### config.mk
export PLATFORM = sky130hd
export DESIGN_NAME = spmc_core
export DESIGN_NICKNAME = d
export VERILOG_FILES = /design/src/spmc_pkg.sv /design/src/spmc_core.sv
export SDC_FILE = /design/constraint.sdc
export NUM_CORES = 1
export LEC_CHECK = 0
export BUFFER_PORTS_ARGS = -buffer_cell sky130_fd_sc_hd__buf_2
export CAP_MARGIN = 30
export CORE_ASPECT_RATIO = 0.8
export CORE_MARGIN = 4
export CORE_UTILIZATION = 35
export DETAILED_ROUTE_END_ITERATION = 8
export RECOVER_POWER = 100
export SKIP_CTS_REPAIR_TIMING = 1
export SLEW_MARGIN = 20
export SYNTH_ARGS = -nofsm -noshare
export SYNTH_HDL_FRONTEND = slang
export SYNTH_SLANG_ARGS = --single-unit
### constraint.sdc
create_clock -name clk_i -period 2 [get_ports clk_i]
set_clock_uncertainty 0.2 [all_clocks]
set_input_delay 0.5 -clock clk_i [delete_from_list [all_inputs] [get_ports clk_i]]
set_output_delay 0.5 -clock clk_i [all_outputs]
set_load 0.01 [all_outputs]
### src/spmc_pkg.sv
// Package of constants and types for the sleep and idle power-mode controller.
package spmc_pkg;

    // ************************************************************
    // Register indices; byte address is four times the index.
    // ************************************************************
    localparam logic [11:0] SPMC_IDX_REGULATOR = 12'h812;
    localparam logic [11:0] SPMC_IDX_RATE_IDLE = 12'h88C;
    localparam logic [11:0] SPMC_IDX_STATUS = 12'h900;
    localparam int SPMC_ADR_W = 14;

    // ************************************************************
    // Field positions.
    // ************************************************************
    localparam int SPMC_REG_LP_BIT = 1;
    localparam int SPMC_IDLE_BIT = 7;
    localparam int SPMC_REDUCED_RATE_ENABLE_BIT = 6;
    localparam int SPMC_ROI_BIT = 5;
    localparam int SPMC_DOE_BIT = 4;
    localparam int SPMC_RATIO_LSB = 0;
    localparam int SPMC_RATIO_W = 3;
    localparam int SPMC_ST_TO_BIT = 0;
    localparam int SPMC_ST_PD_BIT = 1;
    localparam int SPMC_ST_STATE_LSB = 2;

    // ************************************************************
    // Reset values and timing.
    // ************************************************************
    localparam logic SPMC_PD_RESET = 1'b1;
    localparam logic SPMC_TO_RESET = 1'b1;
    localparam int SPMC_OST_PERIODS = 1024;
    localparam int SPMC_CNT_W = 11;
    localparam int SPMC_DOZE_W = 8;
    localparam int SPMC_CLK_MHZ = 200;

    typedef enum logic [2:0] {
        ST_RUN = 3'h0,
        ST_SLEEP = 3'h1,
        ST_OST = 3'h3,
        ST_REG = 3'h2,
        ST_NEXT = 3'h6,
        ST_NOP = 3'h7,
        ST_IDLE = 3'h5
    } spmc_state_t;

endpackage

### src/spmc_core.sv
// Sleep, idle and reduced-rate power-mode controller with a classic Wishbone register slave.
//
// Contract
// - Sleep instruction with idle select clear enters full Sleep.
// - Sleep entry clears watchdog; it keeps counting only if enabled in Sleep.
// - Sleep entry clears power-down flag and sets time-out flag.
// - Sleep stops CPU clock; internal, secondary and converter oscillators keep running.
// - I/O ports hold their drive state during Sleep; other resets unchanged.
// - Reset pin, brown-out and power-on reset fully reset; others wake and continue.
// - Sleep instruction prefetches the instruction at PC plus one.
// - Interrupt wakes only when its enable is set, regardless of global enable.
// - Global enable clear continues in line; set executes next then vectors.
// - Watchdog is cleared on every wake from Sleep.
// - Pending enabled interrupt with global enable clear makes Sleep a no-op.
// - Interrupt during or after Sleep wakes at once with watchdog cleared, flags updated.
// - Crystal modes wait 1024 oscillator periods on wake; others do not.
// - Regulator low-power bit puts regulator in low-power state during Sleep.
// - Waking from low-power Sleep adds a stabilization delay; normal mode does not.
// - Low-voltage variant has no low-power selection and no wake penalty.
// - Idle select set makes Sleep instruction enter Idle; CPU and memory halt.
// - System-clock peripherals run in Idle, stop in Sleep; internal-oscillator ones always run.
// - Enabled clock output keeps toggling during Idle.
// - Any interrupt ends Idle, idle select unchanged, so Sleep re-enters Idle.
// - Recover-on-interrupt with reduced rate active restores full speed on Idle exit.
// - Watchdog time-out in Idle wakes instead of resetting; reduced rate unchanged.
// - Regulator bit one selects low-power slower-wake Sleep; zero selects normal.
// - Recover-on-interrupt clears reduced-rate enable on service routine entry.
// - Ratio field 000 gives 1:2 up to 111 giving 1:256, doubling each step.
`timescale 1ns/10ps

module spmc_core
    import spmc_pkg::*;
#(
    parameter int REG_WAKE_NS = 200
) (
    input wire logic clk_i,
    input wire logic rst_i,
    input wire logic wb_cyc_i,
    input wire logic wb_stb_i,
    input wire logic wb_we_i,
    input wire logic [SPMC_ADR_W-1:0] wb_adr_i,
    input wire logic [3:0] wb_sel_i,
    input wire logic [31:0] wb_dat_i,
    output logic [31:0] wb_dat_o,
    output logic wb_ack_o,
    input wire logic sleep_exec_i,
    input wire logic irq_wake_pending_i,
    input wire logic global_interrupt_enable_i,
    input wire logic isr_entry_i,
    input wire logic isr_exit_i,
    input wire logic wdt_timeout_i,
    input wire logic wdt_runs_in_sleep_i,
    input wire logic osc_crystal_mode_i,
    input wire logic low_voltage_variant_i,
    input wire logic clock_output_enable_n_i,
    output logic cpu_clk_en_o,
    output logic cpu_cycle_en_o,
    output logic periph_sysclk_en_o,
    output logic internal_osc_mode_run_o,
    output logic io_hold_o,
    output logic wdt_clear_o,
    output logic wdt_run_o,
    output logic wdt_reset_o,
    output logic prefetch_next_o,
    output logic forced_nop_o,
    output logic vector_isr_o,
    output logic clkout_run_o,
    output logic regulator_low_power_o,
    output logic power_down_flag_o,
    output logic timeout_flag_o,
    output logic sleep_selects_idle_o,
    output logic reduced_rate_enable_o
);

    // ************************************************************
    // Timing derived from the clock rate.
    // ************************************************************
    // The regulator delay is rounded up to whole cycles and is never shorter than one,
    // so a small setting still leaves a cycle for the reference to settle.
    localparam int REG_WAKE_CYC_RAW = (REG_WAKE_NS * SPMC_CLK_MHZ + 999) / 1000;
    localparam int REG_WAKE_CYC = (REG_WAKE_CYC_RAW < 1) ? 1 : REG_WAKE_CYC_RAW;
    localparam logic [SPMC_CNT_W-1:0] OST_LAST = SPMC_CNT_W'(SPMC_OST_PERIODS - 1);
    localparam logic [SPMC_CNT_W-1:0] REG_LAST = SPMC_CNT_W'(REG_WAKE_CYC - 1);

    generate
        if (REG_WAKE_CYC > (1 << SPMC_CNT_W)) begin : g_bad_delay
            $error("Regulator wake delay does not fit the wake counter.");
        end
        if (REG_WAKE_NS < 0) begin : g_neg_delay
            $error("Regulator wake delay must not be negative.");
        end
        if (SPMC_OST_PERIODS > (1 << SPMC_CNT_W)) begin : g_bad_ost
            $error("Oscillator start-up wait does not fit the wake counter.");
        end
    endgenerate

    typedef struct packed {
        // Wake sequencing.
        spmc_state_t state;
        logic [SPMC_CNT_W-1:0] cnt;
        logic woke_irq;
        // Software-visible register bits.
        logic idle_sel;
        logic reduced_rate_enable;
        logic interrupt_restores_full_speed;
        logic reduced_rate_on_isr_exit;
        logic [SPMC_RATIO_W-1:0] ratio;
        logic vreg_lp;
        logic pd;
        logic to;
        // Bus slave.
        logic ack;
        logic [7:0] rdata;
        // Registered events; wdt_clear holds through the crystal wait.
        logic wdt_clear;
        logic prefetch;
        logic forced_nop;
        logic vector;
        // Reduced-rate divider.
        logic [SPMC_DOZE_W-1:0] doze_cnt;
        logic cyc_en;
    } spmc_regs_t;

    spmc_regs_t s;
    spmc_regs_t next_s;

    function automatic logic hit(input logic [SPMC_ADR_W-1:0] adr, input logic [11:0] idx);
        hit = (adr[SPMC_ADR_W-1:2] == idx);
    endfunction

    // Ratio code n means one CPU cycle in 2^(n+1) peripheral cycles.
    function automatic logic [SPMC_DOZE_W-1:0] ratio_mask(input logic [SPMC_RATIO_W-1:0] r);
        logic [SPMC_DOZE_W:0] span;
        span = (SPMC_DOZE_W+1)'(2) << r;
        ratio_mask = SPMC_DOZE_W'(span - (SPMC_DOZE_W+1)'(1));
    endfunction

    // ************************************************************
    // State decoding.
    // ************************************************************
    // The CPU executes in run and in the two cycles that finish a wake-up.
    function automatic logic cpu_running(input spmc_state_t st);
        cpu_running = (st == ST_RUN) || (st == ST_NEXT) || (st == ST_NOP);
    endfunction

    // The system clock is held off in Sleep and through both wake-up waits, so
    // nothing clocked from it can run before the oscillator and regulator settle.
    function automatic logic sysclk_stopped(input spmc_state_t st);
        sysclk_stopped = (st == ST_SLEEP) || (st == ST_OST) || (st == ST_REG);
    endfunction

    // Only a settled Sleep holds the pins; the wake-up waits already release them.
    function automatic logic asleep(input spmc_state_t st);
        asleep = (st == ST_SLEEP);
    endfunction

    logic lp_sleep;
    logic cpu_on;

    // The low-voltage variant is unregulated, so the selection bit is inert there.
    assign lp_sleep = s.vreg_lp & ~low_voltage_variant_i;

    assign cpu_on = cpu_running(s.state);

    // ************************************************************
    // Next-state logic.
    // ************************************************************
    always_comb begin
        logic acc;
        logic [7:0] rd;
        acc = 1'b0;
        rd = 8'h00;
        next_s = s;
        next_s.ack = 1'b0;
        next_s.wdt_clear = 1'b0;
        next_s.prefetch = 1'b0;
        next_s.forced_nop = 1'b0;
        next_s.vector = 1'b0;

        // Register slave: one wait state, unmapped reads return zero.
        // A new request is refused while ack stands, so a master that holds its strobe
        // one cycle too long is not answered twice.
        acc = wb_cyc_i & wb_stb_i & ~s.ack;
        if (hit(wb_adr_i, SPMC_IDX_REGULATOR)) begin
            rd[SPMC_REG_LP_BIT] = lp_sleep;
        end else if (hit(wb_adr_i, SPMC_IDX_RATE_IDLE)) begin
            rd[SPMC_IDLE_BIT] = s.idle_sel;
            rd[SPMC_REDUCED_RATE_ENABLE_BIT] = s.reduced_rate_enable;
            rd[SPMC_ROI_BIT] = s.interrupt_restores_full_speed;
            rd[SPMC_DOE_BIT] = s.reduced_rate_on_isr_exit;
            rd[SPMC_RATIO_LSB +: SPMC_RATIO_W] = s.ratio;
        end else if (hit(wb_adr_i, SPMC_IDX_STATUS)) begin
            rd[SPMC_ST_TO_BIT] = s.to;
            rd[SPMC_ST_PD_BIT] = s.pd;
            rd[SPMC_ST_STATE_LSB +: 3] = s.state;
        end
        if (acc) begin
            next_s.ack = 1'b1;
            next_s.rdata = rd;
            if (wb_we_i && wb_sel_i[0]) begin
                if (hit(wb_adr_i, SPMC_IDX_REGULATOR)) begin
                    next_s.vreg_lp = wb_dat_i[SPMC_REG_LP_BIT];
                end
                if (hit(wb_adr_i, SPMC_IDX_RATE_IDLE)) begin
                    next_s.idle_sel = wb_dat_i[SPMC_IDLE_BIT];
                    next_s.reduced_rate_enable = wb_dat_i[SPMC_REDUCED_RATE_ENABLE_BIT];
                    next_s.interrupt_restores_full_speed = wb_dat_i[SPMC_ROI_BIT];
                    next_s.reduced_rate_on_isr_exit = wb_dat_i[SPMC_DOE_BIT];
                    next_s.ratio = wb_dat_i[SPMC_RATIO_LSB +: SPMC_RATIO_W];
                end
            end
        end

        // Hardware updates come after the software write so that they win a tie.
        if (isr_entry_i) begin
            next_s.reduced_rate_on_isr_exit = s.reduced_rate_enable;
            if (s.interrupt_restores_full_speed) begin
                next_s.reduced_rate_enable = 1'b0;
            end
        end else if (isr_exit_i) begin
            next_s.reduced_rate_enable = s.reduced_rate_on_isr_exit;
        end

        // Reduced-rate divider; the CPU gets one cycle per ratio span.
        // The count restarts whenever reduced rate is switched on, so the first CPU cycle comes at once.
        if (s.reduced_rate_enable) begin
            next_s.doze_cnt = s.doze_cnt + SPMC_DOZE_W'(1);
        end else begin
            next_s.doze_cnt = '0;
        end
        next_s.cyc_en = ~s.reduced_rate_enable | ((s.doze_cnt & ratio_mask(s.ratio)) == '0);

        // Wake-up path. A wake event in Sleep first clears the watchdog, then waits
        // for the crystal to start and for the regulator to settle when either
        // applies. The next state runs the instruction fetched with the sleep
        // instruction; only a wake caused by an interrupt with the global enable set
        // then adds the forced no-op and the vector. Idle skips both waits because
        // the oscillators never stopped. A sleep instruction outside run is ignored,
        // as the CPU cannot issue one while it is halted.
        case (s.state)
            ST_RUN: begin
                // Idle leaves the flags and the watchdog as they are.
                if (sleep_exec_i) begin
                    if (irq_wake_pending_i && !global_interrupt_enable_i) begin
                        // Sleep acts as a no-op; watchdog and flags stay untouched.
                        next_s.state = ST_RUN;
                    end else begin
                        next_s.prefetch = 1'b1;
                        if (s.idle_sel) begin
                            next_s.state = ST_IDLE;
                        end else begin
                            next_s.state = ST_SLEEP;
                            next_s.wdt_clear = 1'b1;
                            next_s.pd = 1'b0;
                            next_s.to = 1'b1;
                        end
                    end
                end
            end
            ST_SLEEP: begin
                // The pending input already carries the per-source enable gating.
                if (irq_wake_pending_i || wdt_timeout_i) begin
                    next_s.wdt_clear = 1'b1;
                    next_s.woke_irq = irq_wake_pending_i;
                    next_s.cnt = '0;
                    if (osc_crystal_mode_i) begin
                        next_s.state = ST_OST;
                    end else if (lp_sleep) begin
                        next_s.state = ST_REG;
                    end else begin
                        next_s.state = ST_NEXT;
                    end
                end
            end
            ST_OST: begin
                // The watchdog stays clear while the oscillator starts.
                next_s.wdt_clear = 1'b1;
                next_s.cnt = s.cnt + SPMC_CNT_W'(1);
                if (s.cnt == OST_LAST) begin
                    next_s.cnt = '0;
                    next_s.state = lp_sleep ? ST_REG : ST_NEXT;
                end
            end
            ST_REG: begin
                // The low-power regulator settles; the watchdog may count again here.
                next_s.cnt = s.cnt + SPMC_CNT_W'(1);
                if (s.cnt == REG_LAST) begin
                    next_s.cnt = '0;
                    next_s.state = ST_NEXT;
                end
            end
            ST_IDLE: begin
                if (irq_wake_pending_i) begin
                    next_s.woke_irq = 1'b1;
                    if (s.interrupt_restores_full_speed && s.reduced_rate_enable) begin
                        next_s.reduced_rate_enable = 1'b0;
                    end
                    next_s.state = ST_NEXT;
                end else if (wdt_timeout_i) begin
                    // Not an interrupt: reduced rate is left as it is.
                    next_s.woke_irq = 1'b0;
                    next_s.state = ST_NEXT;
                end
            end
            ST_NEXT: begin
                // The prefetched instruction executes in this cycle.
                if (s.woke_irq && global_interrupt_enable_i) begin
                    next_s.forced_nop = 1'b1;
                    next_s.state = ST_NOP;
                end else begin
                    next_s.state = ST_RUN;
                end
            end
            ST_NOP: begin
                // The vector fetch follows the forced no-op.
                next_s.vector = 1'b1;
                next_s.state = ST_RUN;
            end
            default: begin
                next_s.state = ST_RUN;
            end
        endcase
    end

    // ************************************************************
    // State register.
    // ************************************************************
    always_ff @(posedge clk_i) begin
        if (rst_i) begin
            // Reset pin, brown-out and power-on all arrive here as a full reset.
            // Pulses and ack start low, so nothing is acknowledged in the first cycle after reset.
            s <= '0;
            s.state <= ST_RUN;
            s.pd <= SPMC_PD_RESET;
            s.to <= SPMC_TO_RESET;
            s.cyc_en <= 1'b1;
        end else begin
            s <= next_s;
        end
    end

    // ************************************************************
    // Outputs.
    // ************************************************************
    // The level outputs are decoded from the state register; wdt_run_o, wdt_reset_o, clkout_run_o and regulator_low_power_o
    // also follow inputs at once. Registered pulses prefetch_next_o, forced_nop_o, vector_isr_o last one cycle; wdt_clear_o holds through the crystal wait.
    assign wb_dat_o = {24'h000000, s.rdata};
    assign wb_ack_o = s.ack;
    assign cpu_clk_en_o = cpu_on;
    assign cpu_cycle_en_o = s.cyc_en & cpu_on;
    assign periph_sysclk_en_o = ~sysclk_stopped(s.state);
    assign internal_osc_mode_run_o = 1'b1;
    assign io_hold_o = asleep(s.state);
    assign wdt_clear_o = s.wdt_clear;
    assign wdt_run_o = ~asleep(s.state) | wdt_runs_in_sleep_i;
    // Watchdog reset is blocked while asleep or idle; there it wakes instead.
    assign wdt_reset_o = wdt_timeout_i & cpu_on;
    assign prefetch_next_o = s.prefetch;
    assign forced_nop_o = s.forced_nop;
    assign vector_isr_o = s.vector;
    assign clkout_run_o = ~clock_output_enable_n_i & periph_sysclk_en_o;
    assign regulator_low_power_o = lp_sleep & asleep(s.state);
    assign power_down_flag_o = s.pd;
    assign timeout_flag_o = s.to;
    assign sleep_selects_idle_o = s.idle_sel;
    assign reduced_rate_enable_o = s.reduced_rate_enable;

endmodule

* Yosys cells after proc, flatten, opt, wreduce, memory -nomap -nowiden *
Index checks and enable logic that the tools add are counted.

storage, ports and cells
  register bits = 46
  input port bits = 65
  logic and storage cells = 129

operators by class
  add/subtract/negate cells = 3
  eq/ne operators = 16
  shift operators = 1
  muxes and demuxes = 43
  bitwise logic cells = 21
  reductions and logical operators = 27

operators by type and width
  operator                                          count
  == test 12 bit, second input constant             3
  case mux 11 bit (3 select lines)                  1
  two-way mux 3 bit                                 10
  two-way mux 14 bit                                2
  two-way mux 1 bit                                 18
  case mux 3 bit (6 select lines)                   1
  two-way mux 15 bit                                1
  two-way mux 7 bit                                 2
  two-way mux 6 bit                                 2
  AND reduction 3 bit                               4
  adder 11 x 1 -> 11 bit, second input constant     1
  == test 11 x 10 -> 1 bit, second input constant   1
  == test 11 x 6 -> 1 bit, second input constant    1
  NOT 1 bit                                         11
  == test 3 bit, second input constant              3
  two-way mux 9 bit                                 1
  adder 8 x 1 -> 8 bit, second input constant       1
  bitwise AND 8 bit                                 1
  logical NOT 8 bit                                 1
  nonzero test 2 bit                                4
  << shifter 2 x 3 -> 8 bit, first input constant   1
  subtractor 8 x 1 -> 8 bit, second input constant  1
  bitwise AND 1 bit                                 7
  == test 3 x 2 -> 1 bit, second input constant     2
  19 further kinds                                  31

* Longest topological paths before layout *
  depth after elaboration = 9
  gate-level depth with buffers = 8
  gate-level depth less buffers = 7

* Worst setup path after synthesis *
Ideal clock, no wire load.

  path type = register to register
  start point = register s[26] (netlist bit)
  end point = register s[0] (netlist bit)
  setup time = 58 ps
  arrival time = 1757 ps
  slack = -15 ps
  stages on the path, launching flop included = 8
  clock period less this slack = 2015 ps
  path through = dfxtp_1 clkbuf_1 or3_1 ha_1 nor2b_1 a311o_1 a221oi_1 a21o_1

on the way
  word-level cells in the longest chain between the ends = 5

RTL lines
  item                       line              text
  start: declaration         spmc_core.sv:124  spmc_regs_t s;
  start signal: assignment   spmc_core.sv:338  s <= next_s;
  << shifter 2 x 3 -> 8 bit  spmc_core.sv:134  span = (SPMC_DOZE_W+1)'(2) << r;
  subtractor 8 x 1 -> 8 bit  spmc_core.sv:135  ratio_mask = SPMC_DOZE_W'(span - (SPMC_DOZE_W+1)'(1));
  bitwise AND 8 bit          spmc_core.sv:231  next_s.cyc_en = ~s.reduced_rate_enable | ((s.doze_cnt & ratio_mask(s.ratio)) == '0);
  logical NOT 8 bit          spmc_core.sv:231
  OR 1 bit                   spmc_core.sv:231

Every way passes these cells.
A chain may end at the register's enable or synchronous reset.

* Worst setup path after layout *
  start point = register s[45] (netlist bit)
  end point = output wdt_reset_o

on the way
  word-level cells in the longest chain between the ends = 4
  elaborated cells between the ends (all ways) = 6
  those cells by class = eq/ne (2); bitwise (1); reduce/logical (3)

RTL lines
  item                                                       line              text
  == test 3 bit / logical NOT 3 bit (equally long branches)  spmc_core.sv:143  cpu_running = (st == ST_RUN) || (st == ST_NEXT) || (st == ST_NOP);
  logical OR 1 bit                                           spmc_core.sv:143
  logical OR 1 bit *                                         spmc_core.sv:143
  bitwise AND 1 bit *                                        spmc_core.sv:357  assign wdt_reset_o = wdt_timeout_i & cpu_on;
  end: declaration                                           spmc_core.sv:63   output logic wdt_reset_o,

Every way passes the cells marked *; elsewhere a longest branch is shown, timed or not.

==> results_dict.tcl <==
set metrics [dict create \
    n_antenna_cell 0 \
    p_leak_nw 1.35 \
    period_needed_ns 2.08 \
    hold_start "wb_dat_i[5]" \
    synth.top_cell.area_share 0.356 \
    via_per_inst 4.92 \
    postSynthCellCount 312 \
    synth.avg_cell_area_sq_um 8.29 \
    grt_pass1_vias 2174 \
    hold_violations 0 \
    worst_setup_path_end_kind "output pin" \
    status "complete, but fails checks" \
    fmax_ghz 0.481 \
    insertion_delay_ns 0.30 \
    dp.final_hpwl_um 4980 \
    yosysTopAreaCell "dfxtp_1" \
    drtPass1Iterations 4 \
    ys_ff_latch 46 \
    port_buffers 58 \
    cts_max_level 2 \
    grt_use_total 0.142 \
    hold_path.class "input port to flip-flop" \
    cp_data_arrival_time_ns 1.38 \
    cts_buffer_depth 2 \
    reg2reg_setup_slack_ns -0.04 \
    worst_ep_required_time_ns 1.30 \
    worst_pin_slew_ns 0.573 \
    nets 468 \
    drive_gt1_frac 0.294 \
    r2r_cells 6 \
    failed_checks "negative setup slack" \
    r2r-end "s[46]" \
    clock-sinks 46 \
    path_class "flip-flop to output pin" \
    place.gp.congestion 0.908 \
    routed_wl_um 6580 \
    io_pins 115 \
    clkTransAtPathRegs_ns 0.09 \
    postRouteAntennaNets 0 \
    muxShareOfSynthArea 0.0353 \
    cts-root-buf "clkbuf_8" \
    synth_adder_area_share 0.0145 \
    grt_pass1_wl_um 10500 \
    synth_warnings 0 \
    slew_viol_final 0 \
    regArea_sq_um 930 \
    rsz0062_at_grt "yes" \
    fill_cells 708 \
    drt_iter0_drc 84 \
    multiInputGateArea_sq_um 1490 \
    cts_tree "done" \
    drc 0 \
    fp-row-count 27 \
    drv_cap 0 \
    vias 2402 \
    grt_max_degree 15 \
    wl_per_cell_um 13.5 \
    min_path_cells 3 \
    slew_headroom 0.618 \
    r2r_start "s[36]" \
    synth_area_sq_um 2590 \
    setup_slack_ns -0.0794 \
    critPathLaunchType "flip-flop" \
    synthDistinctLibCells 57 \
    slowest_stage "or3_4" \
    die_y_um 84.9 \
    timing.hold.ws_ns 0.224 \
    crit_chain "or3_4 > nand2_4 > and2_4 > buf_6" \
    synthFlopType "dfxtp_1" \
    initial_utilization 0.368 \
    cts_buffers 5 \
    holdPathEnd "s[29]" \
    synth_compound_area_frac 0.158 \
    synth-simple-area-share 0.260 \
    vdd_drop_max_uv 655 \
    synth_top_family_by_area "simple AND/OR/NAND/NOR gates" \
    dieArea_sq_um 8840 \
    synth_area_leaders "dfxtp_1, buf_4, nor2_1, a21oi_1, nand2_1" \
    async_reset_ff_frac 0 \
    critical_path.top_delay_family "simple AND/OR/NAND/NOR gates" \
    p_per_area_nw_per_um2 833 \
    period_share 1.04 \
    die_x_um 104 \
    crit_fanout 6 \
    critPathMaxStageDelay_ns 0.40 \
    dpl_worst_slack_ns -0.0358 \
    synth_xor_area_frac 0.0440 \
    core_area_sq_um 7030 \
    synth-edff-count 0 \
    yosysSeqAreaShare 0.356 \
    synthToLayoutAreaGrowth_pct 27.0 \
    grt_overflow_total 0 \
    cp_num_buf_inv 1 \
    finalSetupViolCount 5 \
    antenna_found_initial 0 \
]
## tightest hold or removal path: cells and delay by family
family / cells / cell delay, ns
buffers and inverters: 1 / 0.07
AND/OR/NAND/NOR: 1 / 0.07
multiplexers: 1 / 0.05
## cells in the mapped netlist (3+ instances only)
cell type	instances
a211oi_1	3
a21o_1	4
a21oi_1	17
a221oi_1	3
a22oi_1	6
and2_1	4
buf_2	3
buf_4	35
clkbuf_1	8
dfxtp_1	46
ha_1	3
inv_1	5
mux2i_1	8
nand2_1	22
nand2b_1	7
nand3_1	16
nand3b_1	3
nor2_1	39
nor2b_1	5
nor3_1	12
nor4_1	5
o21ai_1	4
or3_1	3
xnor2_1	8
xor2_1	5
## final cells by class
| class | instances | share of cell area |
|---|---|---|
| multi-input combinational | 237 | 0.454 |
| clock inverter | 2 | 0.0114 |
| tap | 87 | 0.0331 |
| sequential | 46 | 0.283 |
| inverter | 7 | 0.00914 |
| clock buffer | 6 | 0.0221 |
| timing repair buffer | 103 | 0.187 |
## metal layers
layer | part of all wire | track usage
met5 | 0 | 0
met1 | 0.49 | 0.201
met3 | 0.057 | 0.0342
met4 | 0.012 | 0.0326
met2 | 0.44 | 0.218
## placed cells by master (no fill, tap or decap), types with 6 or more instances in the layout
cell,Yosys,routed
a21oi_1,17,17
a22oi_1,6,6
buf_2,3,38
buf_4,35,39
clkbuf_1,8,21
conb_1,2,26
dfxtp_1,46,41
mux2i_1,8,8
nand2_1,22,20
nand2b_1,7,7
nand3_1,16,16
nor2_1,39,39
nor3_1,12,11
xnor2_1,8,8
## power by group
part	switching (mW)	internal, mW
combinational	0.513	0.501
sequential	0.0473	0.970
clock	0.330	0.373
## flip-flops by register name (all words and copies together), names as in the netlist
signal and count:
sleep_selects_idle_o 1, wb_ack_o 1, wdt_clear_o 1, reduced_rate_enable_o 1, forced_nop_o 1, power_down_flag_o 1
s 30, prefetch_next_o 1, wb_dat_o 8, vector_isr_o 1
## cell families after synthesis
logic type,count (synthesis)
compound gates,56
fa+ha+maj,3
other cells,2
simple gates,130
flops,46
buf+inv,53
mux,9
xor+xnor,13
## stage by stage
| step | std cells | cell area (sq um) | util | TNS [ns] | total power, mW |
|---|---|---|---|---|---|
| floorplan | 336 | 2680 | - | 0 | 1.55 |
| global placement | 470 | 3040 | 0.432 | -0.0274 | 1.83 |
| detailed placement | 470 | 3040 | 0.432 | -0.0669 | 1.83 |
| CTS | 478 | 3150 | 0.448 | -0.957 | 2.54 |
| global route | 488 | 3280 | 0.467 | -0.972 | 2.89 |
| finish | 488 | 3280 | 0.467 | -0.242 | 2.73 |
## how the worst max path moves through the flow
| stage | end | startpoint | slack, ns | cells past startpoint |
|---|---|---|---|---|
| floorplan | s[0] | s[26] | 0.01 | 7 |
| global placement | reduced_rate_enable_o | wb_adr_i[2] | -0.02 | 6 |
| detailed placement | reduced_rate_enable_o | wb_adr_i[2] | -0.04 | 6 |
| CTS | io_hold_o | s[46] | -0.20 | 4 |
| global route | cpu_cycle_en_o | s[45] | -0.12 | 4 |
| finish | wdt_reset_o | s[45] | -0.08 | 4 |
No activity file was read; power rests on OpenSTA's default activity.
